$ cat src/bdmac_pkg.sv
// Operation
// - Read-multiple set: read bursts use command 1100
// - Read-multiple clear: read bursts use command 0110
// - Nonzero interval re-polls suspended transmit descriptor
// - Codes 000-011: off, 200us, 800us, 1.6ms
// - Codes 100-111: 12.8, 25.6, 51.2, 102.4us
// - Bursts stop at 8/16/32 doubleword boundaries
// - Zero length: burst limited by FIFO and boundary only
// - Nonzero length caps burst; legal 0,1,2,4,8,16,32
// - Soft reset bit self-clears, starts internal reset
// - Any reset restores register defaults
`default_nettype none
package bdmac_pkg;

    localparam logic [7:0]  SYSCTRL_OFFSET    = 8'h00;
    localparam logic [3:0]  CMD_MEM_READ      = 4'h6;
    localparam logic [3:0]  CMD_MEM_READ_MULT = 4'hC;

    localparam int          READ_MULT_BIT     = 21;
    localparam int          POLL_LSB          = 17;
    localparam int          POLL_MSB          = 19;
    localparam int          ALIGN_LSB         = 14;
    localparam int          ALIGN_MSB         = 15;
    localparam int          BLEN_LSB          = 8;
    localparam int          BLEN_MSB          = 13;
    localparam int          SOFT_RESET_BIT    = 0;

    localparam logic [2:0]  POLL_OFF          = 3'h0;
    localparam logic [1:0]  ALIGN_NONE        = 2'h0;
    localparam logic [1:0]  ALIGN_8           = 2'h1;
    localparam logic [1:0]  ALIGN_16          = 2'h2;
    localparam logic [6:0]  DW_8              = 7'h08;
    localparam logic [6:0]  DW_16             = 7'h10;
    localparam logic [6:0]  DW_32             = 7'h20;

    // Times in ns as printed, clock period in ns
    localparam int          CLK_PERIOD_NS     = 10;
    localparam int          T200US_NS         = 200000;
    localparam int          T800US_NS         = 800000;
    localparam int          T1600US_NS        = 1600000;
    localparam int          T12US8_NS         = 12800;
    localparam int          T25US6_NS         = 25600;
    localparam int          T51US2_NS         = 51200;
    localparam int          T102US4_NS        = 102400;
    localparam int          T200US_CYC        = T200US_NS / CLK_PERIOD_NS;
    localparam int          T800US_CYC        = T800US_NS / CLK_PERIOD_NS;
    localparam int          T1600US_CYC       = T1600US_NS / CLK_PERIOD_NS;
    localparam int          T12US8_CYC        = T12US8_NS / CLK_PERIOD_NS;
    localparam int          T25US6_CYC        = T25US6_NS / CLK_PERIOD_NS;
    localparam int          T51US2_CYC        = T51US2_NS / CLK_PERIOD_NS;
    localparam int          T102US4_CYC       = T102US4_NS / CLK_PERIOD_NS;
    localparam int          POLL_CNT_W        = 18;

    // Internal reset length, kept well under the host's 32-clock wait
    localparam logic [4:0]  SOFT_RESET_CYC    = 5'h10;

    typedef struct packed {
        logic       readMultiple;
        logic [2:0] txPollInterval;
        logic [1:0] burstBoundaryAlign;
        logic [5:0] burstLengthLimit;
    } bdmac_ctrl_type;

    localparam bdmac_ctrl_type CTRL_RESET = '{1'b0, 3'h0, 2'h0, 6'h00};

    typedef enum logic [1:0] {
        SR_IDLE   = 2'b01,
        SR_ACTIVE = 2'b10
    } bdmac_sr_state_type;

endpackage : bdmac_pkg
`default_nettype wire

$ cat src/bdmac_poll_timer.sv
`timescale 1ns/1ns
`default_nettype none
module bdmac_poll_timer #(
    parameter int P200US  = bdmac_pkg::T200US_CYC,
    parameter int P800US  = bdmac_pkg::T800US_CYC,
    parameter int P1600US = bdmac_pkg::T1600US_CYC,
    parameter int P12US8  = bdmac_pkg::T12US8_CYC,
    parameter int P25US6  = bdmac_pkg::T25US6_CYC,
    parameter int P51US2  = bdmac_pkg::T51US2_CYC,
    parameter int P102US4 = bdmac_pkg::T102US4_CYC
) (
    input  wire logic       clk,
    input  wire logic       rstn,
    input  wire logic [2:0] txPollInterval,
    input  wire logic       txSuspended,
    output logic            txPollReq
);
    localparam int W = bdmac_pkg::POLL_CNT_W;

    logic [W-1:0] count_q;
    logic [W-1:0] count_d;
    logic         pulse_q;
    logic         pulse_d;

    function automatic logic [W-1:0] pollTarget(input logic [2:0] code);
        unique case (code)
            3'h1:    pollTarget = W'(P200US);
            3'h2:    pollTarget = W'(P800US);
            3'h3:    pollTarget = W'(P1600US);
            3'h4:    pollTarget = W'(P12US8);
            3'h5:    pollTarget = W'(P25US6);
            3'h6:    pollTarget = W'(P51US2);
            3'h7:    pollTarget = W'(P102US4);
            default: pollTarget = '0;
        endcase
    endfunction : pollTarget

    always_comb begin
        count_d = '0;
        pulse_d = 1'b0;
        // Counting restarts whenever the suspension ends or polling is off
        if (txSuspended && txPollInterval != bdmac_pkg::POLL_OFF) begin
            if (count_q >= pollTarget(txPollInterval) - W'(1)) begin
                pulse_d = 1'b1;
            end else begin
                count_d = count_q + W'(1);
            end
        end
    end

    always_ff @(posedge clk) begin
        if (!rstn) begin
            count_q <= '0;
            pulse_q <= 1'b0;
        end else begin
            count_q <= count_d;
            pulse_q <= pulse_d;
        end
    end

    assign txPollReq = pulse_q;
endmodule : bdmac_poll_timer
`default_nettype wire

$ cat src/bdmac_top.sv
`timescale 1ns/1ns
`default_nettype none
module bdmac_top #(
    parameter int P200US  = bdmac_pkg::T200US_CYC,
    parameter int P800US  = bdmac_pkg::T800US_CYC,
    parameter int P1600US = bdmac_pkg::T1600US_CYC,
    parameter int P12US8  = bdmac_pkg::T12US8_CYC,
    parameter int P25US6  = bdmac_pkg::T25US6_CYC,
    parameter int P51US2  = bdmac_pkg::T51US2_CYC,
    parameter int P102US4 = bdmac_pkg::T102US4_CYC
) (
    input  wire logic        clk,
    input  wire logic        rstn,
    input  wire logic        regWrEn,
    input  wire logic        regRdEn,
    input  wire logic [7:0]  regAddr,
    input  wire logic [31:0] regWrData,
    input  wire logic [3:0]  regByteEn,
    output logic      [31:0] regRdData,
    output logic             regRdValid,
    input  wire logic        txSuspended,
    output logic             txPollReq,
    input  wire logic        burstReq,
    input  wire logic        burstIsRead,
    input  wire logic [5:0]  burstAddrDw,
    input  wire logic [6:0]  fifoDw,
    output logic             burstGo,
    output logic      [3:0]  burstCmd,
    output logic      [6:0]  burstDw,
    output logic             devResetOut
);

    ////////////////////////////////////////////////////////////////////////////
    // Register write, soft reset sequencer

    bdmac_pkg::bdmac_ctrl_type     ctrl_q;
    bdmac_pkg::bdmac_ctrl_type     ctrl_d;
    bdmac_pkg::bdmac_sr_state_type srState_q;
    bdmac_pkg::bdmac_sr_state_type srState_d;
    logic [4:0]                    srCount_q;
    logic [4:0]                    srCount_d;
    logic                          devReset_q;
    logic                          devReset_d;
    logic                          hit;
    logic [31:0]                   wrMerged;

    always_comb begin
        hit      = (regAddr == bdmac_pkg::SYSCTRL_OFFSET);
        wrMerged = '0;
        for (int i = 0; i < 4; i++) begin
            wrMerged[i*8 +: 8] = regByteEn[i] ? regWrData[i*8 +: 8] : 8'h00;
        end
    end

    always_comb begin
        ctrl_d     = ctrl_q;
        srState_d  = srState_q;
        srCount_d  = srCount_q;
        devReset_d = 1'b0;
        unique case (srState_q)
            bdmac_pkg::SR_IDLE: begin
                if (regWrEn && hit) begin
                    // Reserved positions are not stored, so stray ones are harmless
                    if (regByteEn[2]) begin
                        ctrl_d.readMultiple   = wrMerged[bdmac_pkg::READ_MULT_BIT];
                        ctrl_d.txPollInterval = wrMerged[bdmac_pkg::POLL_MSB:bdmac_pkg::POLL_LSB];
                    end
                    if (regByteEn[1]) begin
                        ctrl_d.burstBoundaryAlign = wrMerged[bdmac_pkg::ALIGN_MSB:bdmac_pkg::ALIGN_LSB];
                        ctrl_d.burstLengthLimit   = wrMerged[bdmac_pkg::BLEN_MSB:bdmac_pkg::BLEN_LSB];
                    end
                    if (regByteEn[0] && wrMerged[bdmac_pkg::SOFT_RESET_BIT]) begin
                        srState_d  = bdmac_pkg::SR_ACTIVE;
                        srCount_d  = bdmac_pkg::SOFT_RESET_CYC;
                        ctrl_d     = bdmac_pkg::CTRL_RESET;
                        devReset_d = 1'b1;
                    end
                end
            end
            bdmac_pkg::SR_ACTIVE: begin
                // Writes during the internal reset are dropped; host must wait
                ctrl_d     = bdmac_pkg::CTRL_RESET;
                devReset_d = 1'b1;
                srCount_d  = srCount_q - 5'h01;
                if (srCount_q == 5'h01) begin
                    srState_d  = bdmac_pkg::SR_IDLE;
                    devReset_d = 1'b0;
                end
            end
            default: begin
                srState_d = bdmac_pkg::SR_IDLE;
            end
        endcase
    end

    always_ff @(posedge clk) begin
        if (!rstn) begin
            ctrl_q     <= bdmac_pkg::CTRL_RESET;
            srState_q  <= bdmac_pkg::SR_IDLE;
            srCount_q  <= '0;
            devReset_q <= 1'b0;
        end else begin
            ctrl_q     <= ctrl_d;
            srState_q  <= srState_d;
            srCount_q  <= srCount_d;
            devReset_q <= devReset_d;
        end
    end

    ////////////////////////////////////////////////////////////////////////////
    // Register read

    logic [31:0] rdData_q;
    logic [31:0] rdData_d;
    logic        rdValid_q;
    logic        rdValid_d;

    always_comb begin
        rdData_d  = '0;
        rdValid_d = regRdEn;
        if (regRdEn && hit) begin
            rdData_d[bdmac_pkg::READ_MULT_BIT]                    = ctrl_q.readMultiple;
            rdData_d[bdmac_pkg::POLL_MSB:bdmac_pkg::POLL_LSB]     = ctrl_q.txPollInterval;
            rdData_d[bdmac_pkg::ALIGN_MSB:bdmac_pkg::ALIGN_LSB]   = ctrl_q.burstBoundaryAlign;
            rdData_d[bdmac_pkg::BLEN_MSB:bdmac_pkg::BLEN_LSB]     = ctrl_q.burstLengthLimit;
            rdData_d[bdmac_pkg::SOFT_RESET_BIT]                   = devReset_q;
        end
    end

    always_ff @(posedge clk) begin
        if (!rstn) begin
            rdData_q  <= '0;
            rdValid_q <= 1'b0;
        end else begin
            rdData_q  <= rdData_d;
            rdValid_q <= rdValid_d;
        end
    end

    ////////////////////////////////////////////////////////////////////////////
    // Burst sizing and command

    logic       go_q;
    logic       go_d;
    logic [3:0] cmd_q;
    logic [3:0] cmd_d;
    logic [6:0] dw_q;
    logic [6:0] dw_d;
    logic [6:0] boundaryDw;
    logic [6:0] toBoundary;
    logic [6:0] limit;

    always_comb begin
        unique case (ctrl_q.burstBoundaryAlign)
            bdmac_pkg::ALIGN_8:  boundaryDw = bdmac_pkg::DW_8;
            bdmac_pkg::ALIGN_16: boundaryDw = bdmac_pkg::DW_16;
            default:             boundaryDw = bdmac_pkg::DW_32;
        endcase
        toBoundary = boundaryDw - (7'({1'b0, burstAddrDw}) & (boundaryDw - 7'h01));
        limit = fifoDw;
        // Alignment code 00 (ALIGN_NONE) means no boundary is enforced
        if (ctrl_q.burstBoundaryAlign != bdmac_pkg::ALIGN_NONE && toBoundary < limit) begin
            limit = toBoundary;
        end
        // Illegal nonzero lengths are still honoured as a plain cap
        if (ctrl_q.burstLengthLimit != 6'h00 && 7'(ctrl_q.burstLengthLimit) < limit) begin
            limit = 7'(ctrl_q.burstLengthLimit);
        end
        go_d  = burstReq && !devReset_q && limit != 7'h00;
        dw_d  = burstReq ? limit : dw_q;
        cmd_d = cmd_q;
        if (burstReq) begin
            if (!burstIsRead) begin
                cmd_d = cmd_q;
            end else if (ctrl_q.readMultiple) begin
                cmd_d = bdmac_pkg::CMD_MEM_READ_MULT;
            end else begin
                cmd_d = bdmac_pkg::CMD_MEM_READ;
            end
        end
    end

    always_ff @(posedge clk) begin
        if (!rstn) begin
            go_q  <= 1'b0;
            cmd_q <= bdmac_pkg::CMD_MEM_READ;
            dw_q  <= '0;
        end else begin
            go_q  <= go_d;
            cmd_q <= cmd_d;
            dw_q  <= dw_d;
        end
    end

    ////////////////////////////////////////////////////////////////////////////
    // Automatic transmit poll

    bdmac_poll_timer #(
        .P200US  (P200US),
        .P800US  (P800US),
        .P1600US (P1600US),
        .P12US8  (P12US8),
        .P25US6  (P25US6),
        .P51US2  (P51US2),
        .P102US4 (P102US4)
    ) u_poll (
        .clk            (clk),
        .rstn           (rstn && !devReset_q),
        .txPollInterval (ctrl_q.txPollInterval),
        .txSuspended    (txSuspended),
        .txPollReq      (txPollReq)
    );

    assign regRdData   = rdData_q;
    assign regRdValid  = rdValid_q;
    assign burstGo     = go_q;
    assign burstCmd    = cmd_q;
    assign burstDw     = dw_q;
    assign devResetOut = devReset_q;
endmodule : bdmac_top
`default_nettype wire

$ cat config.mk
export PLATFORM = sky130hd
export DESIGN_NAME = bdmac_top
export DESIGN_NICKNAME = d
export VERILOG_FILES = /design/src/bdmac_pkg.sv /design/src/bdmac_poll_timer.sv /design/src/bdmac_top.sv
export SDC_FILE = /design/constraint.sdc
export NUM_CORES = 1
export LEC_CHECK = 0
export BUFFER_PORTS_ARGS = -buffer_cell sky130_fd_sc_hd__buf_4
export CORE_ASPECT_RATIO = 1.25
export CORE_MARGIN = 1
export CORE_UTILIZATION = 54
export CTS_BUF_LIST = sky130_fd_sc_hd__clkbuf_8
export DETAILED_ROUTE_END_ITERATION = 7
export PLACE_DENSITY = 0.83
export SYNTH_ARGS = -nofsm -noshare
export SYNTH_HDL_FRONTEND = slang
export SYNTH_SLANG_ARGS = --single-unit
$ cat constraint.sdc
create_clock -name clk -period 4.5 [get_ports clk]
set_input_delay 0.9 -clock clk [delete_from_list [all_inputs] [get_ports clk]]
set_output_delay 0.9 -clock clk [all_outputs]
set_load 0.1 [all_outputs]
==> summary.md <==
| Metric | Value |
|---|---|
| Routed Antenna Nets | 0 |
| Wirelength per Cell | 13.1 um |
| Initial antenna violation count | 0 |
| Synth Area in XOR/XNOR | 5.25% |
| Die Height | 94.2 um |
| Slew @ Worst Pin | 770 ps |
| Maximum vdd ir drop | 0.000277 V |
| Vias per cell | 5.36 |
| Post-synthesis cell type count | 49 |
| Leakage | 2.05 nW |
| Cells on worst reg2reg path | 17 |
| Syn Std Cell Area | 3670 sq um |
| FP Rows | 33 |
| Ports | 111 |
| Mean Syn Cell Area | 8.43 sq um |
| Critical Path Source Type | primary input |
| Commonest non-fill, non-tap cells in the layout | buf_4, dfxtp_1, nor2_1 |
| Final worst-path cycle share | 92.0% |
| Via count | 3210 |
| Most common cell after layout, fill and taps aside | buf_4 |
| Launch point of the worst reg-to-reg path | ctrl_q[7] |
| Internal | 0.937 mW |
| WL final | 7850 um |
| CP endpoint kind | flip-flop |
| Hold Crit Class | reg2reg |
| Adder-Cell Fraction of Synth Area | 11.6% |
| # DRC | 0 |
| Crit path time final | 4140 ps |
| GP Congestion | 0.843 |
| Clock power share | 40.4% |
| Fillers | 526 |
| Crit path DAT | 4390 ps |
| # hold bufs at CTS | 0 |
| Combinational cell fraction of total power | 16.2% |
| Starting density of the core | 56.0% |
| Fraction of layout cells with a size suffix above 1 | 19.9% |
| FF-to-FF End | burstDw[3] |
| Met3 usage | 7.62% |
| CTS Buffer Depth | 2 |
| Worst-case clock skew | 8.25 ps |
| Fmax | 241 MHz |
| DR pass1 iterations | 5 |
| Final Slew Violations | 0 |
| Critical path peak fanout | 7 |
| Later-pin clock latency in the skew report | 340 ps |
| Worst EP required | 4750 ps |
| RSZ-0062 raised after global routing | false |
| Die width | 75.8 um |
| Hold Startpoint | u_poll.count_q[0] |
| Pin count of the biggest net entering global routing | 37 |
| Power per cell area | 295 nW/um^2 |
| Synth async-reset ratio | 0% |
| Resized Gates After CTS | 0 |
| Die area | 7140 sq um |
| Compound-Gate Fraction of Synth Area | 14.8% |
| Max_slew headroom | 48.5% |
| CTS root buf | clkbuf_8 |
| Setup TNS | 0 ps |
| CTS Buf Count | 9 |
| Net count, final | 606 |
| CTS clk-pin slew, worst paths | 70 ps |
| Grt ovf | 0 |
| Clk sinks | 63 |
| CTS H-tree lvls | 3 |
| Yosys warning count | 0 |
| Flop pwr share | 43.4% |
| Sw frac | 28.1% |
| R2r setup slk | 840 ps |
| Hold Path Sink | u_poll.count_q[0] |
| GRT Max-Usage Layer | met2 |
| Main flop type after synthesis | dfxtp_1 |
| Crit Path Class | in2reg |
| Final Hold Vio Count | 0 |
| Seq cells post-synth | 63 |
| Max Cap Viol | 0 |
| Met2 Use GR | 39.7% |
| Iter 0 DRT Violations | 91 |
| Switching Power | 0.366 mW |
| Hold depth | 1 |
| Vias in the first global route | 2960 |
| I/O Buffers | 68 |
| Post-synth EDFFs | 0 |
| DP Wirelength | 5980 um |
| Setup bufs post-CTS | 0 |
| Status | finished, final reports clean |
| Final core utilization | 67.3% |
| GRT Resource Usage Total | 23.9% |
| Largest family of logic cells by synthesized area | simple AND/OR/NAND/NOR gates |
| First-pass GRT wire length | 13000 um |
| # diodes | 0 |
| Area growth from synthesis to layout | 20.3% |
| Core region area | 6570 sq um |
| Met1 Resource Use GR | 28.7% |
| Simple-gate share of the synthesized area | 23.2% |
| Post-synthesis mux area share | 2.21% |
| Setup violators final | 0 |
| CTS tree | yes |
| Synth Instances | 436 |
| Sequential area share after synthesis | 34.3% |
## per-stage QoR
stage          instance area [sq um]  power, mW  std cells  worst slack (ps)  hold WS, ps
3_5_place_dp                    4200      0.789        584             -69.8          455
4_1_cts                         4410       1.32        599               292          470
2_1_floorplan                   3750      0.750        456               281          430
3_3_place_gp                    4200      0.785        584              56.5          441
5_1_grt                         4420       1.35        599              5.33          497
6_report                        4420       1.30        599               358          473
## critical path, cell delays in order
cell and delay [ps]:
buf_4 110, inv_1 60, ha_1 180, nor3b_2 240, nor2_1 80, xnor2_1 130
o2bb2ai_1 200, ha_1 280, a21o_1 180, a31oi_1 260, o21ai_4 120, mux2i_1 270
ha_1 300, a211oi_1 300, nand2_1 80, mux2i_1 180, o21ai_2 90, and2_4 180
a311oi_2 250
## power by group through the flow
| stage | Combinational [mW] | Sequential [mW] | Clock (mW) |
|---|---|---|---|
| 3_5_place_dp | 0.211 | 0.578 | 0 |
| 4_1_cts | 0.211 | 0.565 | 0.539 |
| 6_report | 0.211 | 0.565 | 0.526 |
| 5_1_grt | 0.223 | 0.566 | 0.566 |
| 3_3_place_gp | 0.208 | 0.578 | 0 |
| 2_1_floorplan | 0.136 | 0.615 | 0 |
## layer usage
layer	wire length, um	vias to the layer above	share of wire (%)
met4	97	0	1.2
met2	3960	88	50
met5	0	-	0
met1	3400	1513	43
li1	-	1599	-
met3	394	10	5.0
## cells in the mapped netlist, drive strengths merged, types with 2 or more instances
| master | n | area (sq um) |
|---|---|---|
| dfxtp | 63 | 1260 |
| nor2 | 42 | 158 |
| nand2 | 39 | 146 |
| ha | 34 | 425 |
| nand3 | 26 | 130 |
| buf | 24 | 185 |
| inv | 22 | 82.6 |
| a21oi | 19 | 95.1 |
| o21ai | 18 | 105 |
| and2 | 15 | 98.9 |
| xor2 | 14 | 123 |
| a21boi | 13 | 97.6 |
| clkbuf | 11 | 41.3 |
| nor3 | 11 | 55.1 |
| and3 | 8 | 50.1 |
| nor2b | 8 | 50.1 |
| xnor2 | 8 | 70.1 |
| a21o | 7 | 52.6 |
| mux2i | 7 | 70.1 |
| nand3b | 6 | 45.0 |
| o211ai | 4 | 30.0 |
| a31oi | 3 | 18.8 |
| nand2b | 3 | 18.8 |
| nor4 | 3 | 18.8 |
| or3 | 3 | 18.8 |
| a211oi | 2 | 15.0 |
| a311oi | 2 | 30.0 |
| and4 | 2 | 20.0 |
| conb | 2 | 7.51 |
| nand4 | 2 | 12.5 |
| nor3b | 2 | 15.0 |
| o21a | 2 | 15.0 |
| o221ai | 2 | 17.5 |
## registers in the layout, indices dropped and copies added, names as in the netlist
name / cells
u_poll.count_q: 18
regRdData: 13
ctrl_q: 12
burstDw: 7
srCount_q: 5
burstCmd: 2
srState_q: 2
burstGo: 1
devResetOut: 1
regRdValid: 1
u_poll.txPollReq: 1
## area by class of cell
class | count | area [sq um] | share of cell area, %
multi-input cells | 336 | 2180 | 49.4
flip-flops and latches | 63 | 1260 | 28.5
repair buffers | 76 | 571 | 12.9
clock buffers | 10 | 138 | 3.12
well taps | 87 | 109 | 2.46
inverters | 22 | 82.6 | 1.87
clock inverters | 5 | 73.8 | 1.67
## logic make-up (layout without fill, tap and decap cells)
logic type               after synthesis  in the layout
other                                  2             22
multiplexers                           8              8
buffers and inverters                 57            113
AND/OR/NAND/NOR                      172            172
flip-flops                            63             63
AO/OA/AOI/OAI                         78             78
XOR/XNOR                              22             22
adder cells (fa/ha/maj)               34             34
## worst max-delay path by stage
stage | from | endpoint | slack, ps
floorplan | burstAddrDw[0] | burstDw[3] | 280
global placement | burstAddrDw[0] | burstDw[3] | 60
detailed placement | burstAddrDw[0] | burstDw[4] | -70
CTS | burstAddrDw[0] | burstDw[3] | 290
global route | burstAddrDw[0] | burstDw[4] | 5
finish | burstAddrDw[0] | burstDw[3] | 360
(Power assumes the default switching activity.)
